`config.mk`:
```
export PLATFORM = sky130hd
export DESIGN_NAME = posfr_sequencer
export DESIGN_NICKNAME = d
export VERILOG_FILES = /design/src/hw/posfr_pkg.sv /design/src/hw/posfr_sequencer.sv /design/src/hw/posfr_ms_tick.sv
export SDC_FILE = /design/constraint.sdc
export NUM_CORES = 1
export LEC_CHECK = 0
export ABC_AREA = 1
export BUFFER_PORTS_ARGS = -buffer_cell sky130_fd_sc_hd__buf_2
export CAP_MARGIN = 20
export CORE_ASPECT_RATIO = 1.5
export CORE_MARGIN = 5
export CORE_UTILIZATION = 65
export CTS_CLUSTER_DIAMETER = 40
export DETAILED_ROUTE_END_ITERATION = 10
export PLACE_DENSITY = 0.85
export REMOVE_ABC_BUFFERS = 1
export SYNTH_ARGS = -nofsm -noshare
export SYNTH_HDL_FRONTEND = slang
export SYNTH_SLANG_ARGS = --single-unit
```
`constraint.sdc`:
```
create_clock -name clock -period 8.1 [get_ports clock]
set_input_delay 0.405 -clock clock [delete_from_list [all_inputs] [get_ports clock]]
set_output_delay 0.405 -clock clock [all_outputs]
set_load 0.005 [all_outputs]
```
`src/hw/posfr_pkg.sv`:
```
package posfr_pkg;
	// ----------------------------------------------------------------
	// register offsets, widths and reset values
	// ----------------------------------------------------------------
	localparam logic [7:0]  ADDR_TURN_ON_DELAY_TIME_TIME  = 8'h60;
	localparam logic [7:0]  ADDR_TON_RAMP_TIME   = 8'h61;
	localparam logic [7:0]  ADDR_TON_TIMEOUT_LIM = 8'h62;
	localparam logic [7:0]  ADDR_TON_TIMEOUT_RSP = 8'h63;
	localparam logic [15:0] RST_TURN_ON_DELAY_TIME_TIME   = 16'h0000;
	localparam logic [15:0] RST_TON_RAMP_TIME    = 16'h0000;
	localparam logic [15:0] RST_TON_TIMEOUT_LIM  = 16'h0000;
	localparam logic [7:0]  RST_TON_TIMEOUT_RSP  = 8'h00;
	// ----------------------------------------------------------------
	// response register fields
	// ----------------------------------------------------------------
	localparam int RSP_MODE_HI  = 7;
	localparam int RSP_MODE_LO  = 6;
	localparam int RSP_RETRY_HI = 5;
	localparam int RSP_RETRY_LO = 3;
	localparam int RSP_DLY_HI   = 2;
	localparam int RSP_DLY_LO   = 0;
	localparam logic [1:0] MODE_IGNORE   = 2'h0;
	localparam logic [1:0] MODE_RUN_DLY  = 2'h1;
	localparam logic [1:0] MODE_DIS_RTRY = 2'h2;
	localparam logic [1:0] MODE_LATCH    = 2'h3;
	localparam logic [2:0] RETRY_NONE    = 3'h0;
	localparam logic [2:0] RETRY_MAX_CNT = 3'h5;
	localparam logic [2:0] RETRY_FOREVER = 3'h7;
	// ----------------------------------------------------------------
	// timing and sequencer states
	// ----------------------------------------------------------------
	localparam int CLK_HZ      = 125000000;
	localparam int TICK_MS     = 1;
	localparam int TICK_CYCLES = CLK_HZ / 1000 * TICK_MS;
	localparam int TICK_W      = 17;
	localparam int CNT_W       = 24;
	typedef enum logic [2:0] {
		SEQ_OFF, SEQ_DELAY, SEQ_RAMP, SEQ_ON, SEQ_GRACE, SEQ_WAIT_RETRY,
		SEQ_LATCHED
	} posfr_state_t;
endpackage : posfr_pkg

```
`src/hw/posfr_sequencer.sv`:
```
`timescale 1ns/100ps
module posfr_sequencer
	import posfr_pkg::*;
#(
	parameter int unsigned MS_CYCLES = TICK_CYCLES
) (
	input  wire logic                   clock,
	input  wire logic                   rst,
	input  wire logic                   reg_wr,
	input  wire logic                   reg_rd,
	input  wire logic                   reg_word,
	input  wire logic [7:0]             reg_addr,
	input  wire logic [15:0]            reg_wdata,
	output logic      [15:0]            reg_rdata,
	output logic                        reg_rvalid,
	output logic                        reg_err,
	input  wire logic                   enable_cmd,
	input  wire logic                   fault_clear,
	input  wire logic                   uv_reached,
	input  wire logic [7:0]             fault_unit_ms,
	output logic                        output_enable,
	output logic                        ramp_active,
	output logic                        timeout_fault,
	output logic      [2:0]             retry_count,
	output logic      [2:0]             seq_state
);
	// ----------------------------------------------------------------
	// state
	// ----------------------------------------------------------------
	typedef struct packed {
		logic [15:0]       dly;
		logic [15:0]       rise;
		logic [15:0]       lim;
		logic [7:0]        rsp;
		posfr_state_t      st;
		logic [15:0]       ms_cnt;
		logic [15:0]       to_cnt;
		logic [CNT_W-1:0]  unit_cnt;
		logic [2:0]        retries;
		logic              fault;
		logic              en_d;
		logic [15:0]       rdata;
		logic              rvalid;
		logic              err;
		logic              oe;
		logic              ramp;
	} posfr_seq_t;

	posfr_seq_t st_r;
	posfr_seq_t st_nxt;
	logic       tick;
	logic       en_s1_r;
	logic       en_s2_r;
	logic       clr_s1_r;
	logic       clr_s2_r;
	logic       uv_s1_r;
	logic       uv_s2_r;

	posfr_ms_tick #(
		.CYCLES (MS_CYCLES)
	) u_tick (
		.clock (clock),
		.rst   (rst),
		.tick  (tick)
	);

	// ----------------------------------------------------------------
	// pin synchronisers
	// ----------------------------------------------------------------
	always_ff @(posedge clock or posedge rst) begin
		if (rst) begin
			en_s1_r  <= 1'b0;
			en_s2_r  <= 1'b0;
			clr_s1_r <= 1'b0;
			clr_s2_r <= 1'b0;
			uv_s1_r  <= 1'b0;
			uv_s2_r  <= 1'b0;
		end else begin
			en_s1_r  <= enable_cmd;
			en_s2_r  <= en_s1_r;
			clr_s1_r <= fault_clear;
			clr_s2_r <= clr_s1_r;
			uv_s1_r  <= uv_reached;
			uv_s2_r  <= uv_s1_r;
		end
	end

	// ----------------------------------------------------------------
	// decoded response fields
	// ----------------------------------------------------------------
	logic [1:0]       mode;
	logic [2:0]       rcode;
	logic [2:0]       dcode;
	logic [CNT_W-1:0] wait_ms;
	logic             retry_ok;
	logic             restart;
	logic             clr;

	always_comb begin
		mode  = st_r.rsp[RSP_MODE_HI:RSP_MODE_LO];
		rcode = st_r.rsp[RSP_RETRY_HI:RSP_RETRY_LO];
		dcode = st_r.rsp[RSP_DLY_HI:RSP_DLY_LO];
		// unit shared with output voltage faults, scaled by two-power-n
		wait_ms = CNT_W'({8'h00, fault_unit_ms} << dcode);
		if (wait_ms == '0) begin
			wait_ms = CNT_W'(1);
		end
		// code 110 is outside the supported set; treat as unlimited
		if (rcode > RETRY_MAX_CNT) begin
			retry_ok = 1'b1;
		end else if (rcode == RETRY_NONE) begin
			retry_ok = 1'b0;
		end else begin
			retry_ok = (st_r.retries < rcode);
		end
	end

	// ----------------------------------------------------------------
	// next state
	// ----------------------------------------------------------------
	always_comb begin
		st_nxt = st_r;
		st_nxt.rvalid = 1'b0;
		st_nxt.err = 1'b0;
		st_nxt.en_d = en_s2_r;
		clr = clr_s2_r || (en_s2_r && !st_r.en_d);
		restart = 1'b0;

		// register writes: word for timings, byte for response
		if (reg_wr) begin
			case (reg_addr)
			ADDR_TURN_ON_DELAY_TIME_TIME: begin
				if (reg_word) st_nxt.dly = reg_wdata;
				else st_nxt.err = 1'b1;
			end
			ADDR_TON_RAMP_TIME: begin
				if (reg_word) st_nxt.rise = reg_wdata;
				else st_nxt.err = 1'b1;
			end
			ADDR_TON_TIMEOUT_LIM: begin
				if (reg_word) st_nxt.lim = reg_wdata;
				else st_nxt.err = 1'b1;
			end
			ADDR_TON_TIMEOUT_RSP: begin
				if (!reg_word) st_nxt.rsp = reg_wdata[7:0];
				else st_nxt.err = 1'b1;
			end
			default: st_nxt.err = 1'b1;
			endcase
		end else if (reg_rd) begin
			st_nxt.rvalid = 1'b1;
			st_nxt.rdata = '0;
			case (reg_addr)
			ADDR_TURN_ON_DELAY_TIME_TIME:  st_nxt.rdata = st_r.dly;
			ADDR_TON_RAMP_TIME:   st_nxt.rdata = st_r.rise;
			ADDR_TON_TIMEOUT_LIM: st_nxt.rdata = st_r.lim;
			ADDR_TON_TIMEOUT_RSP: st_nxt.rdata = {8'h00, st_r.rsp};
			default:              st_nxt.err = 1'b1;
			endcase
			if ((reg_addr == ADDR_TON_TIMEOUT_RSP) == reg_word) begin
				st_nxt.err = 1'b1;
			end
		end

		// turn-on timeout watch runs from enable until undervoltage met
		if ((st_r.st == SEQ_DELAY || st_r.st == SEQ_RAMP ||
		     st_r.st == SEQ_ON || st_r.st == SEQ_GRACE) && !uv_s2_r &&
		    st_r.lim != '0 && tick) begin
			if (st_r.to_cnt + 16'h0001 >= st_r.lim) begin
				st_nxt.fault = 1'b1;
			end else begin
				st_nxt.to_cnt = st_r.to_cnt + 16'h0001;
			end
		end

		case (st_r.st)
		SEQ_OFF: begin
			if (en_s2_r) begin
				st_nxt.st = SEQ_DELAY;
				st_nxt.ms_cnt = '0;
				st_nxt.to_cnt = '0;
			end
		end
		SEQ_DELAY: begin
			if (st_r.ms_cnt >= st_r.dly) begin
				st_nxt.st = SEQ_RAMP;
				st_nxt.ms_cnt = '0;
				st_nxt.ramp = 1'b1;
			end else if (tick) begin
				st_nxt.ms_cnt = st_r.ms_cnt + 16'h0001;
			end
		end
		SEQ_RAMP: begin
			st_nxt.oe = 1'b1;
			if (st_r.ms_cnt >= st_r.rise) begin
				st_nxt.st = SEQ_ON;
				st_nxt.ramp = 1'b0;
			end else if (tick) begin
				st_nxt.ms_cnt = st_r.ms_cnt + 16'h0001;
			end
		end
		SEQ_ON: begin
			if (uv_s2_r) begin
				st_nxt.to_cnt = '0;
			end
		end
		SEQ_GRACE: begin
			// keep running; retry only if fault still present
			if (uv_s2_r) begin
				st_nxt.st = SEQ_ON;
				st_nxt.fault = 1'b0;
				st_nxt.to_cnt = '0;
			end else if (st_r.unit_cnt >= wait_ms) begin
				restart = 1'b1;
			end else if (tick) begin
				st_nxt.unit_cnt = st_r.unit_cnt + 1'b1;
			end
		end
		SEQ_WAIT_RETRY: begin
			if (st_r.unit_cnt >= wait_ms) begin
				st_nxt.st = SEQ_DELAY;
				st_nxt.ms_cnt = '0;
				st_nxt.to_cnt = '0;
				st_nxt.fault = 1'b0;
				st_nxt.retries = (st_r.retries == RETRY_FOREVER) ?
					st_r.retries : st_r.retries + 3'h1;
			end else if (tick) begin
				st_nxt.unit_cnt = st_r.unit_cnt + 1'b1;
			end
		end
		SEQ_LATCHED: begin
			st_nxt.oe = 1'b0;
		end
		default: st_nxt.st = SEQ_OFF;
		endcase

		// response when the fault is raised this cycle
		if (st_nxt.fault && !st_r.fault) begin
			case (mode)
			MODE_IGNORE: st_nxt.fault = 1'b1;
			MODE_RUN_DLY: begin
				st_nxt.st = SEQ_GRACE;
				st_nxt.unit_cnt = '0;
			end
			MODE_DIS_RTRY: restart = 1'b1;
			default: begin
				st_nxt.st = SEQ_LATCHED;
				st_nxt.oe = 1'b0;
				st_nxt.ramp = 1'b0;
			end
			endcase
		end

		if (restart) begin
			st_nxt.oe = 1'b0;
			st_nxt.ramp = 1'b0;
			st_nxt.unit_cnt = '0;
			st_nxt.st = retry_ok ? SEQ_WAIT_RETRY : SEQ_LATCHED;
		end

		// enable low forces off; clear or off-on restarts cleanly
		if (!en_s2_r) begin
			st_nxt.st = SEQ_OFF;
			st_nxt.oe = 1'b0;
			st_nxt.ramp = 1'b0;
			st_nxt.fault = 1'b0;
			st_nxt.retries = '0;
		end else if (clr && st_r.st != SEQ_OFF) begin
			st_nxt.st = SEQ_DELAY;
			st_nxt.fault = 1'b0;
			st_nxt.retries = '0;
			st_nxt.ms_cnt = '0;
			st_nxt.to_cnt = '0;
			st_nxt.oe = 1'b0;
			st_nxt.ramp = 1'b0;
		end
	end

	always_ff @(posedge clock or posedge rst) begin
		if (rst) begin
			st_r <= '{dly: RST_TURN_ON_DELAY_TIME_TIME, rise: RST_TON_RAMP_TIME,
			          lim: RST_TON_TIMEOUT_LIM, rsp: RST_TON_TIMEOUT_RSP,
			          st: SEQ_OFF, default: '0};
		end else begin
			st_r <= st_nxt;
		end
	end

	// ----------------------------------------------------------------
	// outputs
	// ----------------------------------------------------------------
	assign reg_rdata     = st_r.rdata;
	assign reg_rvalid    = st_r.rvalid;
	assign reg_err       = st_r.err;
	assign output_enable = st_r.oe;
	assign ramp_active   = st_r.ramp;
	assign timeout_fault = st_r.fault;
	assign retry_count   = st_r.retries;
	assign seq_state     = st_r.st;
endmodule : posfr_sequencer

```
`src/hw/posfr_ms_tick.sv`:
```
`timescale 1ns/100ps
module posfr_ms_tick
	import posfr_pkg::*;
#(
	parameter int unsigned CYCLES = TICK_CYCLES
) (
	input  wire logic clock,
	input  wire logic rst,
	output logic      tick
);
	typedef struct packed {
		logic [TICK_W-1:0] cnt;
		logic              tick;
	} posfr_tick_t;
	posfr_tick_t st_r;
	posfr_tick_t st_nxt;
	localparam logic [TICK_W-1:0] LAST = TICK_W'(CYCLES - 1);

	// free-running divider, one pulse per millisecond
	always_comb begin
		st_nxt = st_r;
		st_nxt.tick = 1'b0;
		if (st_r.cnt == LAST) begin
			st_nxt.cnt = '0;
			st_nxt.tick = 1'b1;
		end else begin
			st_nxt.cnt = st_r.cnt + 1'b1;
		end
	end

	always_ff @(posedge clock or posedge rst) begin
		if (rst) begin
			st_r <= '0;
		end else begin
			st_r <= st_nxt;
		end
	end

	assign tick = st_r.tick;
endmodule : posfr_ms_tick

```
* Word-level counts from Yosys, hierarchy flattened *
Cells that the tools add are included.

cells by class
  $lt $le $gt $ge = 6
  shift-type cells = 1
  reductions and logical operators = 31
  eq/ne operators = 18
  bitwise logic cells = 2
  multiplexer cells = 67
  add/subtract/negate cells = 5

operators with widths
  cell                                                              number
  24-bit 2-to-1 mux                                                 7
  16-bit one-hot mux with 4 select lines                            2
  35-bit 2-to-1 mux                                                 3
  16-bit 2-to-1 mux                                                 6
  16-bit greater-or-equal comparator                                3
  16-bit one-hot mux with 3 select lines                            1
  24-bit one-hot mux with 2 select lines                            1
  16-bit by 1-bit adder with 16-bit output (second input constant)  2
  8-bit by 7-bit == test with 1-bit output (second input constant)  4
  32-bit 2-to-1 mux                                                 1
  24-bit by 1-bit adder with 24-bit output (second input constant)  1
  24-bit greater-or-equal comparator                                1
  24-bit zero test                                                  1
  3-bit 2-to-1 mux                                                  8
  8-bit by 3-bit left shift with 24-bit output                      1
  1-bit 2-to-1 mux                                                  21
  3-bit one-hot mux with 6 select lines                             1
  17-bit by 1-bit adder with 17-bit output (second input constant)  1
  17-bit == test (second input constant)                            1
  17-bit 2-to-1 mux                                                 1
  16-bit nonzero test                                               1
  3-bit AND reduction                                               5
  2-bit 2-to-1 mux                                                  7
  3-bit == test (second input constant)                             4
  24 further kinds                                                  46

storage, ports and cells
  flip-flop bits (word level) = 164
  logic and storage cells = 154
  output and inout port bits = 27
  input port bits = 40

* Longest topological paths before layout *
  depth in word-level cells = 15
  mapped depth = 28
  gate-level depth less buffers = 27

* Modules after synthesis *
Synthesis repeated with hierarchy kept, for this count alone.

unflattened totals
  cells, all modules = 1527
  area total of the unflattened synthesis = 11114.4 um^2

modules (own cells, without submodules)
  module           cells each  instances  area an instance (um^2)  seq. area each (um^2)
  posfr_sequencer  1391        1          10097.2                  3653.5
  posfr_ms_tick    136         1          1017.2                   450.4

* Worst setup path before layout *
Ideal clock, no wire load.

  kind = reg-to-reg
  start point = reg st_r[49] (netlist name)
  end point = reg st_r[40] (netlist name)
  stages on the path, launching flop included = 22
  library setup time = 0.121 ns
  data arrival time = 2.964 ns
  buffers on the path = 1
  data required time = 7.979 ns
  clock period less this slack = 3.085 ns
  path slack = 5.015 ns
  cell sequence = dfrtp_1 > ha_1 > nand4_1 > nor3b_1 > nand2_1 > nor2_1 > inv_1 > nor3_1 > xor2_1 > ha_1 > nand4_1 > nor2_1 > nand3b_1 > nand3_1 > nand2_1 > inv_2 > nand3_4 > nor3_4 > nor2_4 > inv_4 > buf_6 > nor2_1

RTL lines
  what                    line                    source
  from (decl)             posfr_sequencer.sv:49   posfr_seq_t st_r;
  from (signal assigned)  posfr_sequencer.sv:281  st_r <= '{dly: RST_TURN_ON_DELAY_TIME_TIME, rise: RST_TON_RAMP_TIME,
  from (signal assigned)  posfr_sequencer.sv:285  st_r <= st_nxt;

==> flow_summary.json <==
{
  "path_max_fanout": 17,
  "synthArstFlopShare_pct": 100,
  "track_usage_pct": 30.0,
  "area_growth_pct": 8.67,
  "numPortBuffers": 66,
  "grt_overflow_total": 0,
  "place_inst": 1681,
  "grt_max_degree": 89,
  "ctsResizeCount": 0,
  "fin_cells": 1716,
  "first_iter_violations": 880,
  "cts_max_level": 4,
  "holdBufCountCts": 0,
  "finClkSkew_ps": 9.25,
  "grt_pass1_vias": 9898,
  "multi_input_area_sq_um": 5590,
  "slew_violations": 0,
  "clk_latency_ps": 430,
  "ir_drop_mv": 0.150,
  "antenna_left": 0,
  "dr.pass1.iters": 5,
  "start_util_pct": 66.4,
  "tritoncts": "done",
  "route.detailed.drc": 0,
  "yosysSeqAreaShare_pct": 38.0,
  "rsz0062_at_grt": "false",
  "worstSetupPathType": "reg -> reg",
  "pin_count": 67,
  "place_congestion": 0.957,
  "wl_per_cell_microns": 16.5,
  "clock.fmax_mhz": 266,
  "core_sq_um": 16300,
  "end_kind": "flop",
  "ys.flop_type": "dfrtp_1",
  "finalHoldViolCount": 0,
  "p_per_area_nw_per_um2": 204,
  "grt_pass1_wl_microns": 46500,
  "ys_seq_elements": 164,
  "detailed_place_hpwl_microns": 20800,
  "max-slew-margin-rel_pct": 26.9,
  "synth_edf_count": 0,
  "max_cap_violations": 0,
  "period_needed_ps": 3760,
  "clk_pin_slew_worst_paths_ps": 70,
  "root_buffer": "clkbuf_16",
  "fin_setup_tns_ps": 0,
  "setup_viol": 0,
  "synth_cell_type_count": 54,
  "leakage_uw": 0.00583,
  "cts.sinks": 164,
  "fin_util_pct": 72.2,
  "crit_arrival_ps": 4110,
  "cts_setup_buffers": 0,
  "avgViaCountPerCell": 5.87,
  "clk_path_buf_depth": 2,
  "synth_area_sq_um": 10800,
  "worstPathRequired_ps": 8440,
  "antenna_found_initial": 0,
  "drt_wl_total_microns": 28300,
  "timing.final.crit_share_pct": 46.4,
  "nNetsFinal": 1608,
  "rows": 57,
  "n_antenna_cell": 0,
  "syn_avg_cell_area_sq_um": 7.37,
  "regArea_sq_um": 4100,
  "hold_path.class": "in -> reg",
  "start_kind": "flop",
  "status": "completed",
  "dieArea_sq_um": 19400,
  "tightest_slew_ps": 1090,
  "syn_inst": 1465,
  "layout-drive-gt1-share_pct": 8.41,
  "vias": 10100,
  "die_w_microns": 115,
  "n_fill_cell": 1311,
  "die_height_microns": 168,
  "ys_warn_count": 0,
  "numCtsBuffers": 17
}
-- synthesized netlist by cell type (3+ instances only) --
cell / number / area (sq um)
a31oi_1: 7 / 43.8
nand2_1: 322 / 1210
ha_1: 71 / 888
buf_2: 10 / 50.1
o21ai_0: 156 / 781
a22oi_1: 3 / 22.5
xor2_1: 32 / 280
o21a_1: 8 / 60.1
and3_1: 3 / 18.8
nor4_1: 7 / 43.8
o22ai_1: 21 / 131
nor2_1: 147 / 552
nand4_1: 25 / 156
buf_4: 22 / 165
clkinv_1: 3 / 11.3
inv_2: 3 / 11.3
nand3_1: 48 / 240
o21bai_1: 5 / 37.5
nor3_1: 25 / 125
clkbuf_1: 23 / 86.3
mux2i_1: 3 / 30.0
a21oi_1: 95 / 475
inv_1: 201 / 754
o211ai_1: 6 / 45.0
a211oi_1: 10 / 75.1
dfrtp_1: 164 / 4100
xnor2_1: 5 / 43.8
nor2_2: 4 / 25.0
-- metal layers --
metal | vias up | track usage, % | part of all wire, %
li1 | 4869 | - | -
met1 | 4715 | 34.8 | 38
met2 | 382 | 52.0 | 51
met3 | 109 | 4.31 | 5.8
met4 | 0 | 17.1 | 5.4
met5 | - | 0 | 0
-- per-stage QoR --
step / hold WS (ps) / worst slack (ps) / cell area, sq um / total power, uW
3_3_place_gp: 334 / 4170 / 11100 / 1560
4_1_cts: 66.2 / 3990 / 11700 / 2380
3_5_place_dp: 336 / 4090 / 11100 / 1590
6_report: 75.7 / 4340 / 11700 / 2390
2_1_floorplan: 331 / 3260 / 10500 / 1380
5_1_grt: 70.8 / 3840 / 11700 / 2530
-- sequential cells by signal (all words and copies together), names as in the netlist --
| name | cells |
|---|---|
| retry_count | 3 |
| en_s2_r | 1 |
| st_r | 105 |
| seq_state | 3 |
| rcode | 3 |
| clr_s1_r | 1 |
| u_tick.tick | 1 |
| dcode | 3 |
| reg_rvalid | 1 |
| u_tick.st_r | 17 |
| uv_s2_r | 1 |
| reg_rdata | 16 |
| reg_err | 1 |
| uv_s1_r | 1 |
| output_enable | 1 |
| timeout_fault | 1 |
| en_s1_r | 1 |
| ramp_active | 1 |
| clr_s2_r | 1 |
| mode | 2 |
-- final timing paths --
kind	slack [ps]	startpoint	cells after the start	to
worst max-delay path	4340	dcode[0]	24	st_r[30]
worst min-delay path	80	uv_reached	1	uv_s1_r
worst max register to register	4340	dcode[0]	24	st_r[30]
worst min register to register	350	clr_s1_r	0	clr_s2_r
max in group asynchronous	6480	rst	3	st_r[115]
min in group asynchronous	120	rst	2	u_tick.st_r[6]
-- power breakdown --
| part | switching (uW) | internal [uW] |
|---|---|---|
| Clock | 345 | 449 |
| Combinational | 450 | 222 |
| Sequential | 68.8 | 857 |
-- critical path, stage by stage, from the launching register on --
cell,delay (ps)
dfrtp_1,550
inv_1,200
nand2_1,90
nand2_1,60
o21ai_0,210
nor2_1,60
a31oi_1,220
nand4_1,120
o31ai_1,230
ha_1,180
inv_1,30
nand2_1,40
nand2_1,40
nand2_1,50
nand2_1,50
nand2_1,50
nand2_1,60
nand2_1,120
and2_1,150
nand2_1,270
nand2_1,240
nand2_4,130
nor2_4,190
inv_4,120
nor2_1,190
-- cells in the final DEF (no fill, tap or decap), drive strengths merged, types with 32 or more instances in the layout --
cell   count
o21ai    158
a21oi     96
xor2      32
ha        71
inv      207
nand2    325
dfrtp    164
nor2     152
nand3     49
buf       72
-- cell families (layout without fill, tap and decap cells) --
logic type	count (synthesis)	count (layout)	share of synthesized area (%)
AOI/OAI and AO/OA	321	321	16.2
xor gates and xnor gates	37	37	3.00
adders and majority gates	71	71	8.22
buffers and inverters	267	312	10.3
DFF	164	164	38.0
muxes	3	3	0.278
and+or+nand+nor	602	602	24.1
-- cell type report --
| cell class | instances | area share, % |
|---|---|---|
| clock buffers | 22 | 4.04 |
| clock inverters | 10 | 0.842 |
| inverters | 208 | 6.71 |
| multi-input cells | 1034 | 47.6 |
| flip-flops and latches | 164 | 35.0 |
| well taps | 206 | 2.20 |
| repair buffers | 72 | 3.63 |
No activity file was read; power rests on OpenSTA's default activity.
